[config.mk]
export PLATFORM = sky130hd
export DESIGN_NAME = lds_wake_monitor
export DESIGN_NICKNAME = d
export VERILOG_FILES = /design/src/lds_pkg.sv /design/src/lds_cmp_filter.sv /design/src/lds_wake_monitor.sv
export SDC_FILE = /design/constraint.sdc
export NUM_CORES = 1
export LEC_CHECK = 0
export BUFFER_PORTS_ARGS = -buffer_cell sky130_fd_sc_hd__clkbuf_2
export CAP_MARGIN = 0
export CORE_ASPECT_RATIO = 0.7
export CORE_MARGIN = 1
export CORE_UTILIZATION = 25
export CTS_CLUSTER_DIAMETER = 30
export CTS_CLUSTER_SIZE = 24
export DETAILED_ROUTE_END_ITERATION = 12
export MAX_ROUTING_LAYER = met4
export SLEW_MARGIN = 40
export SYNTH_ARGS = -nofsm -noshare
export SYNTH_HDL_FRONTEND = slang
export SYNTH_HIERARCHICAL = 1
export SYNTH_SLANG_ARGS = --single-unit
[constraint.sdc]
create_clock -name i_clk_sys -period 3.3 [get_ports i_clk_sys]
set_input_delay 0.33 -clock i_clk_sys [delete_from_list [all_inputs] [get_ports i_clk_sys]]
set_output_delay 0.33 -clock i_clk_sys [all_outputs]
set_load 0.05 [all_outputs]
[src/lds_pkg.sv]
package lds_pkg;
   // ******************************
   // Register word indices
   // ******************************
   localparam logic [7:0] LDS_IDX_MODE_EN = 8'h01;
   localparam logic [7:0] LDS_IDX_SENSE_CTRL = 8'h20;
   localparam logic [7:0] LDS_IDX_GPIO_ROUTE = 8'h21;
   localparam logic [7:0] LDS_IDX_STATUS = 8'h27;
   localparam logic [7:0] LDS_IDX_IRQ_STAT = 8'h30;
   localparam logic [7:0] LDS_IDX_IRQ_CLR = 8'h31;
   localparam logic [7:0] LDS_IDX_IRQ_EN = 8'h32;

   // ******************************
   // Field positions
   // ******************************
   localparam int LDS_BIT_STB_WAKE = 8;
   localparam int LDS_BIT_SLP_WAKE = 10;
   localparam int LDS_BIT_SHORT_SEL = 0;
   localparam int LDS_BIT_POWER_ON = 3;
   localparam int LDS_BIT_ROUTE_DET = 0;
   localparam int LDS_BIT_ROUTE_REL = 1;
   localparam int LDS_BIT_PRESENT = 15;
   localparam int LDS_BIT_DET_FLAG = 11;
   localparam int LDS_BIT_REL_FLAG = 10;

   // ******************************
   // Reset values
   // ******************************
   localparam logic [15:0] LDS_RST_MODE_EN = 16'h0000;
   localparam logic [15:0] LDS_RST_SENSE_CTRL = 16'h0000;
   localparam logic [1:0] LDS_RST_ROUTE = 2'h0;
   localparam logic [1:0] LDS_RST_IRQ_EN = 2'h0;

   // ******************************
   // Timing
   // ******************************
   localparam int LDS_CLK_PERIOD_PS = 25000;
   localparam int LDS_FILT_TIME_NS = 20000;
   localparam int LDS_FILT_CYC =
      (LDS_FILT_TIME_NS * 1000 + LDS_CLK_PERIOD_PS - 1) / LDS_CLK_PERIOD_PS;
   localparam int LDS_CNT_W = 10;
   localparam logic [9:0] LDS_FILT_LAST = 10'(LDS_FILT_CYC - 1);

   // ******************************
   // Chip power state seen from the main state machine
   // ******************************
   typedef enum logic [1:0] {
      LDS_ST_ACTIVE = 2'b00,
      LDS_ST_STANDBY = 2'b01,
      LDS_ST_LOW_POWER = 2'b10,
      LDS_ST_SLEEP = 2'b11
   } lds_chip_state_e;
endpackage : lds_pkg

[src/lds_cmp_filter.sv]
`timescale 1ns/1ps
module lds_cmp_filter
   import lds_pkg::*;
(
   // Clock and reset
   input wire logic i_clk_sys,
   input wire logic i_sys_rst,
   // Raw levels from outside the clock domain
   input wire logic i_det_below,
   input wire logic i_rel_above,
   input wire logic i_fets_off,
   input wire logic i_charger,
   // Control
   input wire logic i_armed,
   // Filtered results
   output logic o_present,
   output logic o_rise,
   output logic o_fall,
   output logic o_charger
);
   // ******************************
   // Two-stage synchronisers
   // ******************************
   logic [3:0] raw;
   logic [3:0] meta_q;
   logic [3:0] sync_q;
   assign raw = {i_charger, i_fets_off, i_rel_above, i_det_below};

   genvar g;
   generate
      for (g = 0; g < 4; g++) begin : g_sync
         always_ff @(posedge i_clk_sys or posedge i_sys_rst) begin
            if (i_sys_rst) begin
               meta_q[g] <= 1'b0;
               sync_q[g] <= 1'b0;
            end else begin
               meta_q[g] <= raw[g];
               sync_q[g] <= meta_q[g];
            end
         end
      end
   endgenerate

   // ******************************
   // Persistence filter
   // ******************************
   logic [LDS_CNT_W-1:0] cnt_q;
   logic [LDS_CNT_W-1:0] cnt_d;
   logic present_q;
   logic rise_q;
   logic fall_q;
   wire fets_off_s = sync_q[2];
   wire want_set = ~present_q & sync_q[0] & fets_off_s;
   wire want_clr = present_q & sync_q[1] & fets_off_s;
   wire moving = i_armed & (want_set | want_clr);
   wire at_end = moving & (cnt_q == LDS_FILT_LAST);
   // Any break in the new level restarts the count
   assign cnt_d = (moving & ~at_end) ? cnt_q + 10'h001 : 10'h000;

   always_ff @(posedge i_clk_sys or posedge i_sys_rst) begin
      if (i_sys_rst) begin
         cnt_q <= 10'h000;
         present_q <= 1'b0;
         rise_q <= 1'b0;
         fall_q <= 1'b0;
      end else begin
         cnt_q <= cnt_d;
         present_q <= at_end ? ~present_q : present_q;
         rise_q <= at_end & ~present_q;
         fall_q <= at_end & present_q;
      end
   end

   assign o_present = present_q;
   assign o_rise = rise_q;
   assign o_fall = fall_q;
   assign o_charger = sync_q[3];

   // ******************************
   // Checks
   // ******************************
   a_filt_settle: assert property (@(posedge i_clk_sys) disable iff (i_sys_rst)
      (present_q != $past(present_q)) |-> $past(cnt_q) == LDS_FILT_LAST)
      else $error("load present changed before the filter time");
   a_det_gate: assert property (@(posedge i_clk_sys) disable iff (i_sys_rst)
      $rose(present_q) |-> $past(fets_off_s) && $past(sync_q[0]))
      else $error("load detect taken without FETs off and low pin");
   a_rel_gate: assert property (@(posedge i_clk_sys) disable iff (i_sys_rst)
      $fell(present_q) |-> $past(fets_off_s) && $past(sync_q[1]))
      else $error("load release taken without FETs off and high pin");
   c_detect: cover property (@(posedge i_clk_sys) disable iff (i_sys_rst) $rose(present_q));
endmodule : lds_cmp_filter

[src/lds_wake_monitor.sv]
// What this block does
// - Status 0x27: live bit 15, latched 11/10
// - Detect wakes standby/low-power (bit8), sleep (bit10)
// - Detect only with FETs off, pin low
// - Release clears presence with FETs off, pin high
// - Detect reaches GPIO only when routed
// - Release reaches GPIO only when routed
// - No shutdown while charger input high
// - Presence changes after 20us steady level
// - Control bit0 picks high sink current
`timescale 1ns/1ps
module lds_wake_monitor
   import lds_pkg::*;
(
   // Clock and reset
   input wire logic i_clk_sys,
   input wire logic i_sys_rst,
   // Avalon-MM slave
   input wire logic [9:0] i_avs_address,
   input wire logic i_avs_read,
   input wire logic i_avs_write,
   input wire logic [31:0] i_avs_writedata,
   output logic [31:0] o_avs_readdata,
   output logic o_avs_waitrequest,
   // Comparators and pack side
   input wire logic i_load_sense_pin_below,
   input wire logic i_load_sense_pin_above,
   input wire logic i_fets_off,
   input wire logic i_charger_sense_pin,
   // Chip state machine
   input wire logic [1:0] i_chip_state,
   output logic o_wake_req,
   output logic o_shutdown_allow,
   // Analog controls
   output logic o_short_check_current_select,
   output logic o_load_sense_power_on,
   // Interrupts
   output logic o_gpio_detect_irq,
   output logic o_gpio_release_irq,
   output logic o_irq
);
   // ******************************
   // Registers
   // ******************************
   logic wait_q;
   logic [31:0] rdata_q;
   logic [15:0] mode_en_q;
   logic [15:0] sense_ctrl_q;
   logic [1:0] route_q;
   logic [1:0] irq_en_q;
   logic det_flag_q;
   logic rel_flag_q;
   logic wake_q;
   logic shut_ok_q;
   logic gpio_det_q;
   logic gpio_rel_q;
   logic irq_q;

   // ******************************
   // Filtered comparator results
   // ******************************
   logic present;
   logic rise;
   logic fall;
   logic charger_s;

   lds_cmp_filter u_filter (
      .i_clk_sys(i_clk_sys),
      .i_sys_rst(i_sys_rst),
      .i_det_below(i_load_sense_pin_below),
      .i_rel_above(i_load_sense_pin_above),
      .i_fets_off(i_fets_off),
      .i_charger(i_charger_sense_pin),
      .i_armed(sense_ctrl_q[LDS_BIT_POWER_ON]),
      .o_present(present),
      .o_rise(rise),
      .o_fall(fall),
      .o_charger(charger_s)
   );

   // ******************************
   // Bus decode
   // ******************************
   wire [7:0] idx = i_avs_address[9:2];
   wire req = i_avs_read | i_avs_write;
   // One wait cycle per access keeps the read mux off the bus path
   wire wr_go = i_avs_write & ~wait_q;
   wire rd_load = i_avs_read & wait_q;
   wire sel_mode = idx == LDS_IDX_MODE_EN;
   wire sel_ctrl = idx == LDS_IDX_SENSE_CTRL;
   wire sel_route = idx == LDS_IDX_GPIO_ROUTE;
   wire sel_stat = idx == LDS_IDX_STATUS;
   wire sel_istat = idx == LDS_IDX_IRQ_STAT;
   wire sel_iclr = idx == LDS_IDX_IRQ_CLR;
   wire sel_ien = idx == LDS_IDX_IRQ_EN;
   wire clr_det = wr_go & sel_iclr & i_avs_writedata[LDS_BIT_DET_FLAG];
   wire clr_rel = wr_go & sel_iclr & i_avs_writedata[LDS_BIT_REL_FLAG];
   wire [15:0] stat_word = {present, 3'h0, det_flag_q, rel_flag_q, 10'h000};
   wire [15:0] istat_word = {4'h0, det_flag_q, rel_flag_q, 10'h000};
   wire [15:0] ien_word = {4'h0, irq_en_q, 10'h000};
   wire [15:0] rd_word = sel_mode ? mode_en_q :
                         sel_ctrl ? sense_ctrl_q :
                         sel_route ? {14'h0000, route_q} :
                         sel_stat ? stat_word :
                         sel_istat ? istat_word :
                         sel_ien ? ien_word : 16'h0000;

   always_ff @(posedge i_clk_sys or posedge i_sys_rst) begin
      if (i_sys_rst) begin
         wait_q <= 1'b1;
      end else begin
         wait_q <= ~(req & wait_q);
      end
   end

   always_ff @(posedge i_clk_sys or posedge i_sys_rst) begin
      if (i_sys_rst) begin
         rdata_q <= 32'h0000_0000;
      end else if (rd_load) begin
         rdata_q <= {16'h0000, rd_word};
      end
   end

   always_ff @(posedge i_clk_sys or posedge i_sys_rst) begin
      if (i_sys_rst) begin
         mode_en_q <= LDS_RST_MODE_EN;
      end else if (wr_go & sel_mode) begin
         mode_en_q <= i_avs_writedata[15:0];
      end
   end

   always_ff @(posedge i_clk_sys or posedge i_sys_rst) begin
      if (i_sys_rst) begin
         sense_ctrl_q <= LDS_RST_SENSE_CTRL;
      end else if (wr_go & sel_ctrl) begin
         sense_ctrl_q <= i_avs_writedata[15:0];
      end
   end

   always_ff @(posedge i_clk_sys or posedge i_sys_rst) begin
      if (i_sys_rst) begin
         route_q <= LDS_RST_ROUTE;
      end else if (wr_go & sel_route) begin
         route_q <= i_avs_writedata[1:0];
      end
   end

   always_ff @(posedge i_clk_sys or posedge i_sys_rst) begin
      if (i_sys_rst) begin
         irq_en_q <= LDS_RST_IRQ_EN;
      end else if (wr_go & sel_ien) begin
         irq_en_q <= i_avs_writedata[LDS_BIT_DET_FLAG:LDS_BIT_REL_FLAG];
      end
   end

   // ******************************
   // Latched flags, wake and outputs
   // ******************************
   wire st_stb_lp = (i_chip_state == LDS_ST_STANDBY) | (i_chip_state == LDS_ST_LOW_POWER);
   wire st_sleep = i_chip_state == LDS_ST_SLEEP;
   wire wake_d = rise & ((st_stb_lp & mode_en_q[LDS_BIT_STB_WAKE]) |
                         (st_sleep & mode_en_q[LDS_BIT_SLP_WAKE]));
   // An event in the clearing cycle wins, so no edge is lost
   wire det_d = rise | (det_flag_q & ~clr_det);
   wire rel_d = fall | (rel_flag_q & ~clr_rel);
   wire irq_d = |({det_d, rel_d} & irq_en_q);

   always_ff @(posedge i_clk_sys or posedge i_sys_rst) begin
      if (i_sys_rst) begin
         det_flag_q <= 1'b0;
         rel_flag_q <= 1'b0;
      end else begin
         det_flag_q <= det_d;
         rel_flag_q <= rel_d;
      end
   end

   always_ff @(posedge i_clk_sys or posedge i_sys_rst) begin
      if (i_sys_rst) begin
         wake_q <= 1'b0;
         shut_ok_q <= 1'b0;
      end else begin
         wake_q <= wake_d;
         shut_ok_q <= ~charger_s;
      end
   end

   always_ff @(posedge i_clk_sys or posedge i_sys_rst) begin
      if (i_sys_rst) begin
         gpio_det_q <= 1'b0;
         gpio_rel_q <= 1'b0;
         irq_q <= 1'b0;
      end else begin
         gpio_det_q <= det_d & route_q[LDS_BIT_ROUTE_DET];
         gpio_rel_q <= rel_d & route_q[LDS_BIT_ROUTE_REL];
         irq_q <= irq_d;
      end
   end

   assign o_avs_readdata = rdata_q;
   assign o_avs_waitrequest = wait_q;
   assign o_wake_req = wake_q;
   assign o_shutdown_allow = shut_ok_q;
   assign o_short_check_current_select = sense_ctrl_q[LDS_BIT_SHORT_SEL];
   assign o_load_sense_power_on = sense_ctrl_q[LDS_BIT_POWER_ON];
   assign o_gpio_detect_irq = gpio_det_q;
   assign o_gpio_release_irq = gpio_rel_q;
   assign o_irq = irq_q;

   // ******************************
   // Checks
   // ******************************
   wire route_det = route_q[LDS_BIT_ROUTE_DET];
   wire route_rel = route_q[LDS_BIT_ROUTE_REL];
   wire en_stb = mode_en_q[LDS_BIT_STB_WAKE];
   wire en_slp = mode_en_q[LDS_BIT_SLP_WAKE];
   wire rd_stat = i_avs_read & wait_q & sel_stat;

   a_stat_read: assert property (@(posedge i_clk_sys) disable iff (i_sys_rst)
      rd_stat |=> o_avs_readdata[LDS_BIT_PRESENT] == $past(present) &&
                  o_avs_readdata[LDS_BIT_DET_FLAG] == $past(det_flag_q) && !o_avs_waitrequest)
      else $error("status read returned wrong load bits");
   a_wake_cause: assert property (@(posedge i_clk_sys) disable iff (i_sys_rst)
      o_wake_req |-> $past(rise) && (($past(st_stb_lp) && $past(en_stb)) ||
                                     ($past(st_sleep) && $past(en_slp))))
      else $error("wake request without enabled detect");
   a_wake_made: assert property (@(posedge i_clk_sys) disable iff (i_sys_rst)
      (rise && st_sleep && en_slp) |=> o_wake_req)
      else $error("enabled sleep wake missed");
   a_gpio_route: assert property (@(posedge i_clk_sys) disable iff (i_sys_rst)
      o_gpio_detect_irq |-> $past(route_det) && $past(det_d))
      else $error("detect reached GPIO without routing");
   a_gpio_rel: assert property (@(posedge i_clk_sys) disable iff (i_sys_rst)
      (fall && route_rel) |=> o_gpio_release_irq)
      else $error("routed release not signalled");
   a_no_shutdown: assert property (@(posedge i_clk_sys) disable iff (i_sys_rst)
      charger_s |=> !o_shutdown_allow)
      else $error("shutdown allowed with charger high");
   a_short_sel: assert property (@(posedge i_clk_sys) disable iff (i_sys_rst)
      (wr_go && sel_ctrl) |=> o_short_check_current_select == $past(i_avs_writedata[0]))
      else $error("sink current select not written");
   a_flag_hold: assert property (@(posedge i_clk_sys) disable iff (i_sys_rst)
      (det_flag_q && !clr_det) |=> det_flag_q)
      else $error("detect flag lost without clear");
   a_flag_set: assert property (@(posedge i_clk_sys) disable iff (i_sys_rst)
      (fall && clr_rel) |=> rel_flag_q)
      else $error("release event lost to a clear");

   a_stat_rel: assert property (@(posedge i_clk_sys) disable iff (i_sys_rst)
      rd_stat |=> o_avs_readdata[LDS_BIT_REL_FLAG] == $past(rel_flag_q))
      else $error("status read returned wrong release flag");
   a_wait_ends: assert property (@(posedge i_clk_sys) disable iff (i_sys_rst)
      (req && o_avs_waitrequest) |=> !o_avs_waitrequest)
      else $error("access not answered after one wait cycle");
   a_wait_back: assert property (@(posedge i_clk_sys) disable iff (i_sys_rst)
      !o_avs_waitrequest |=> o_avs_waitrequest)
      else $error("waitrequest low for more than one cycle");
   a_stb_wake: assert property (@(posedge i_clk_sys) disable iff (i_sys_rst)
      (rise && st_stb_lp && en_stb) |=> o_wake_req)
      else $error("enabled standby wake missed");
   a_wake_pulse: assert property (@(posedge i_clk_sys) disable iff (i_sys_rst)
      o_wake_req |=> !o_wake_req)
      else $error("wake request longer than one cycle");
   a_wake_none: assert property (@(posedge i_clk_sys) disable iff (i_sys_rst)
      !rise |=> !o_wake_req)
      else $error("wake request without a detect edge");

   a_det_set: assert property (@(posedge i_clk_sys) disable iff (i_sys_rst)
      rise |=> det_flag_q)
      else $error("detect edge did not latch its flag");
   a_det_clear: assert property (@(posedge i_clk_sys) disable iff (i_sys_rst)
      (clr_det && !rise) |=> !det_flag_q)
      else $error("detect flag survived its clear");
   a_rel_set: assert property (@(posedge i_clk_sys) disable iff (i_sys_rst)
      fall |=> rel_flag_q)
      else $error("release edge did not latch its flag");
   a_rel_hold: assert property (@(posedge i_clk_sys) disable iff (i_sys_rst)
      (rel_flag_q && !clr_rel) |=> rel_flag_q)
      else $error("release flag lost without clear");

   // Enable writes land one edge after the flags, hence the stable guard
   a_irq_level: assert property (@(posedge i_clk_sys) disable iff (i_sys_rst)
      $stable(irq_en_q) |-> o_irq == ((det_flag_q && irq_en_q[1]) ||
                                      (rel_flag_q && irq_en_q[0])))
      else $error("interrupt line disagrees with enabled flags");
   a_gpio_det_made: assert property (@(posedge i_clk_sys) disable iff (i_sys_rst)
      (rise && route_det) |=> o_gpio_detect_irq)
      else $error("routed detect not signalled");
   a_gpio_rel_route: assert property (@(posedge i_clk_sys) disable iff (i_sys_rst)
      o_gpio_release_irq |-> $past(route_rel))
      else $error("release reached GPIO without routing");
   a_shut_free: assert property (@(posedge i_clk_sys) disable iff (i_sys_rst)
      !charger_s |=> o_shutdown_allow)
      else $error("shutdown blocked with charger low");
   a_armed_only: assert property (@(posedge i_clk_sys) disable iff (i_sys_rst)
      $changed(present) |-> $past(o_load_sense_power_on))
      else $error("load present changed with sensing off");
   a_short_hold: assert property (@(posedge i_clk_sys) disable iff (i_sys_rst)
      !(wr_go && sel_ctrl) |=> $stable(o_short_check_current_select))
      else $error("sink current select changed without a write");

   c_wake: cover property (@(posedge i_clk_sys) disable iff (i_sys_rst) o_wake_req);
   c_release: cover property (@(posedge i_clk_sys) disable iff (i_sys_rst) o_gpio_release_irq);
   c_irq: cover property (@(posedge i_clk_sys) disable iff (i_sys_rst) $rose(o_irq));
   c_stat: cover property (@(posedge i_clk_sys) disable iff (i_sys_rst) rd_stat);
endmodule : lds_wake_monitor

# [After elaboration in Yosys (flattened, before gate mapping)]
# Index checks and enable logic that the tools add are counted.
[op_classes] add_sub_neg=1 n_eq_ne=11 magnitude_cmp=0 bitwise_logic=40 div=0 n_mul=0 muxes=7 n_reduce_logical=1 shifts=0
[ops] op="16-bit two-way mux" n=4
[ops] op="8-bit by 6-bit == test with 1-bit output (second input constant)" n=6
[ops] op="1-bit AND" n=26
[ops] op="12-bit two-way mux" n=2
[ops] op="10-bit by 1-bit adder with 10-bit output (second input constant)" n=1
[ops] op="10-bit == test (second input constant)" n=1
[ops] op="10-bit two-way mux" n=1
[ops] op="8-bit by 1-bit == test with 1-bit output (second input constant)" n=1
[ops] op="1-bit inverter" n=7
[ops] op="1-bit bitwise OR" n=6
[ops] op="2-bit == test (second input constant)" n=2
[ops] op="2-bit AND" n=1
[ops] op="2-bit by 1-bit == test with 1-bit output (second input constant)" n=1
[ops] op="2-bit OR reduction" n=1
[totals] elab_cells=85 romBits=0 regBits=81 output_inout_bits=40 mem_count=0 latchBits=0 ramBits=0

# [Logic depth before layout (Yosys ltp)]
[logic_depth] word_depth=9 depth_mapped=7

# [Hierarchy]
# The synthesis kept the hierarchy.
[modules_own_cells] mod="lds_wake_monitor" cells_each=226 area_each_um2=2740.1 instances=1
[modules_own_cells] mod="lds_cmp_filter" cells_each=68 area_each_um2=854.6 instances=1

# [Worst setup path before layout]
# No wires, ideal clock.
[synth_path] path_type="input-to-reg" from="input port i_avs_address[9]" to="register sense_ctrl_q[10]" stages=7 arrival_ns=1.905 slack_ns=1.268 setup_time_ns=0.127 required_time_ns=3.173 path_cell_list="or4b_1 buf_2 nor3b_4 and2_1 buf_4 buf_8 mux2_1"
[synth_between] elab_chain_cells=2
[synth_rtl] item="start, declared" line_no="lds_wake_monitor.sv:19" text="input wire logic [9:0] i_avs_address,"
[synth_rtl] item="8-bit by 6-bit == test with 1-bit output" line_no="lds_wake_monitor.sv:90" text="wire sel_ctrl = idx == LDS_IDX_SENSE_CTRL;"
[synth_rtl] item="1-bit AND" line_no="lds_wake_monitor.sv:135" text="end else if (wr_go & sel_ctrl) begin"
[synth_rtl] item="end signal, assigned" line_no="lds_wake_monitor.sv:136" text="sense_ctrl_q <= i_avs_writedata[15:0];"
[synth_rtl] item="end, declared" line_no="lds_wake_monitor.sv:48" text="logic [15:0] sense_ctrl_q;"
# No other way between the ends.
# A chain may end at the register's enable or synchronous reset.

# [Final worst setup path]
[layout_path] from="input port i_avs_address[9]" to="register sense_ctrl_q[0]"
# The elaborated chain is that of the path after synthesis.

==> impl_metrics.toml <==
[outcome]
status = "finished clean"

[clocking]
htree_levels = 3
numClockSinks = 81
hold_buffers = 0
clock_latency_ps = 330
clk_pin_slew_ps = 50
ctsLongestPathBuffers = 2
cts_made_buffers = 9
cts_root_buf = "clkbuf_16"
ctsResizeCount = 0
cts_setup_buffers = 0
cts_tree = "built"

[detailed_routing]
ant_nets = 0
wl_per_cell_um = 14.7
vias_per_cell = 4.51
drtIter0Drc = 156
first_pass_iters = 4
routed_wl_um = 8040
drc_errors = 0
num_vias = 2456

[placed_design]
io_buffers = 57
hpwl_um = 5840
dp.cells = 533
gp_congestion = 0.830

[critical_path]
end_kind = "register"
critPathKind = "primary input to register"
crit_chain = "clkbuf_2, or4b_1, nor3b_4, buf_4, and2_1, buf_4, mux2_2"
critical-path-slowest-cell = "or4b_1"
cp.arrival_ps = 2360
cpPeakStageDelay_ps = 680
crit_path_max_fanout = 16
cp-start-kind = "primary input"
cp_data_required_time_ps = 3520
crit_top_cell = "buf_4"
reg2reg_depth = 4

[hold_path]
hp-class = "primary input to async pin"

[yosys]
synth_cells = 294
syn_area_per_cell_um2 = 12.2
yosysSeqAreaShare_pct = 56.4
ys_types = 55
yosysWarningCount = 6
syn_area_um2 = 3590
ys_seq_elements = 81
async_flop_share_pct = 100
synth_edf_count = 0
synth_ff_type = "dfrtp_1"

[run]
cap_violations = 0

[timing]
whs_ps = 28.4
relSlewSlack_pct = 52.8
fin_skew_ps = 5.25
timing.final.crit_share_pct = 64.9
hold_violations = 0
tightest_slew_ps = 708
max_freq_mhz = 467
slew_viol_final = 0
period_needed_ps = 2140
setup_viol = 0
tns_ps = 0
rsz0062_at_grt = "false"

[grt]
antenna_found_initial = 0
grt_pass1_wl_um = 13000
grt_overflow = 0
grt.total_usage_pct = 11.9
grt_max_degree = 44
grt_pass1_vias = 2425

[layout]
antenna_cells = 0
final_cells = 545
syn_to_final_growth_pct = 19.7
finish.utilization_pct = 30.8
final_nets = 408
layout_common_cells = "80 x dfrtp_1, 57 x clkbuf_2, 28 x mux2_2"
mostFrequentLayoutCell = "dfrtp_1"
fillers = 1445
drive_above_1_share_pct = 32.1

[power_and_ir_drop]
vdd_drop_max_mv = 0.256
cellPowerDensity_nw_per_um2 = 500
combPwrFrac_pct = 8.2
switchingPower_mw = 0.505
internal_power_mw = 1.65
p_leak_nw = 2.02
swShare_pct = 23.4
p_clk_share_pct = 44.0
power_frac_seq_pct = 47.9

[die]
die_area_um2 = 14900
pin_count = 92
core-area_um2 = 14000
die_h_um = 102
row_count = 36
start_util_pct = 25.7
die_w_um = 145
critical path, delay by kind of cell:
family                 cells  cell delay [ps]
buffers and inverters      3              620
AND/OR/NAND/NOR            3             1040
multiplexers               1              360
routing by layer:
metal / up-vias / GRT usage (%) / share of wire, %
met3: 13 / 3.48 / 3.8
met1: 1228 / 16.3 / 51
met4: 0 / 3.48 / 1.4
li1: 1152 / - / -
met5: - / - / 0
met2: 63 / 17.1 / 44
Yosys cell counts, types with 2 or more instances:
cell type  instances  area [um2]
nor4_1             3        18.8
a31oi_1            2        12.5
nor2b_1            5        31.3
a211oi_2           2        25.0
or3_1              3        18.8
a21oi_1            3        15.0
and2_1             4        25.0
nor2_1             8        30.0
buf_4             17         128
xnor2_1            2        17.5
ha_1               2        25.0
nand2_1           20        75.1
nor3b_1            3        22.5
nand4_1            5        31.3
clkbuf_1           5        18.8
o31ai_1            2        15.0
nor3_1             4        20.0
a211oi_1           3        22.5
dfrtp_1           80        2000
a22oi_1           12        90.1
o2bb2ai_1          2        17.5
or4_1              2        15.0
buf_2              4        20.0
mux2_2            28         315
or4b_1             3        30.0
a22o_1             5        43.8
nand3_1            5        25.0
o21ai_0           17        85.1
xor2_1             2        17.5
mux2_1            10         113
a21o_1             2        15.0
inv_1              6        22.5
cells by family after synthesis:
family	Yosys count	share of synthesized area, %
adder cells (fa/ha/maj)	2	0.696
AND/OR/NAND/NOR	79	13.4
other	1	0.104
flip-flops	81	56.4
multiplexers	39	12.2
AO/OA/AOI/OAI	54	10.5
buffers and inverters	34	5.78
XOR/XNOR	4	0.975
cell type report:
cell class                      count  area, um2  area share (%)
Sequential cell                    81       2030            47.1
Clock buffer                       11        243            5.64
Inverter                            6       25.0           0.581
Multi-Input combinational cell    194       1420            32.9
Tap cell                          190        238            5.52
Clock inverter                      1       30.0           0.698
Timing Repair Buffer               62        323            7.50
final timing paths:
| check | startpoint | endpoint | slack, ps |
|---|---|---|---|
| max in group asynchronous | i_sys_rst | o_avs_waitrequest | 2540 |
| min in group i_clk_sys | i_load_sense_pin_below | u_filter/meta_q[0] | 100 |
| min | i_sys_rst | u_filter/meta_q[0] | 30 |
| max reg2reg | u_filter/cnt_q[0] | u_filter/o_rise | 1550 |
| min reg2reg | u_filter/meta_q[1] | u_filter/sync_q[1] | 350 |
| max | i_avs_address[9] | sense_ctrl_q[0] | 1160 |
power groups by stage:
stage	registers, mW	logic [mW]	clock network [mW]
2_1_floorplan	1.07	0.111	0
3_3_place_gp	1.05	0.173	0
3_5_place_dp	1.05	0.178	0
4_1_cts	1.03	0.178	0.979
5_1_grt	1.03	0.193	1.02
6_report	1.03	0.176	0.947
sequential cells by signal (all words and copies together) (netlist names), 2 cells and up:
signal / count
irq_en_q: 2
o_avs_readdata: 16
mode_en_q: 16
sense_ctrl_q: 16
u_filter/sync_q: 2
u_filter/meta_q: 4
u_filter/cnt_q: 10
route_q: 2
per-stage QoR:
| stage | cell area (um2) | worst slack, ps | power, mW |
|---|---|---|---|
| 2_1_floorplan | 3650 | 1270 | 1.18 |
| 3_3_place_gp | 4030 | 821 | 1.22 |
| 3_5_place_dp | 4030 | 795 | 1.23 |
| 4_1_cts | 4300 | 1150 | 2.19 |
| 5_1_grt | 4300 | 1070 | 2.25 |
| 6_report | 4300 | 1160 | 2.15 |
Power figures use the tool's default switching activity.
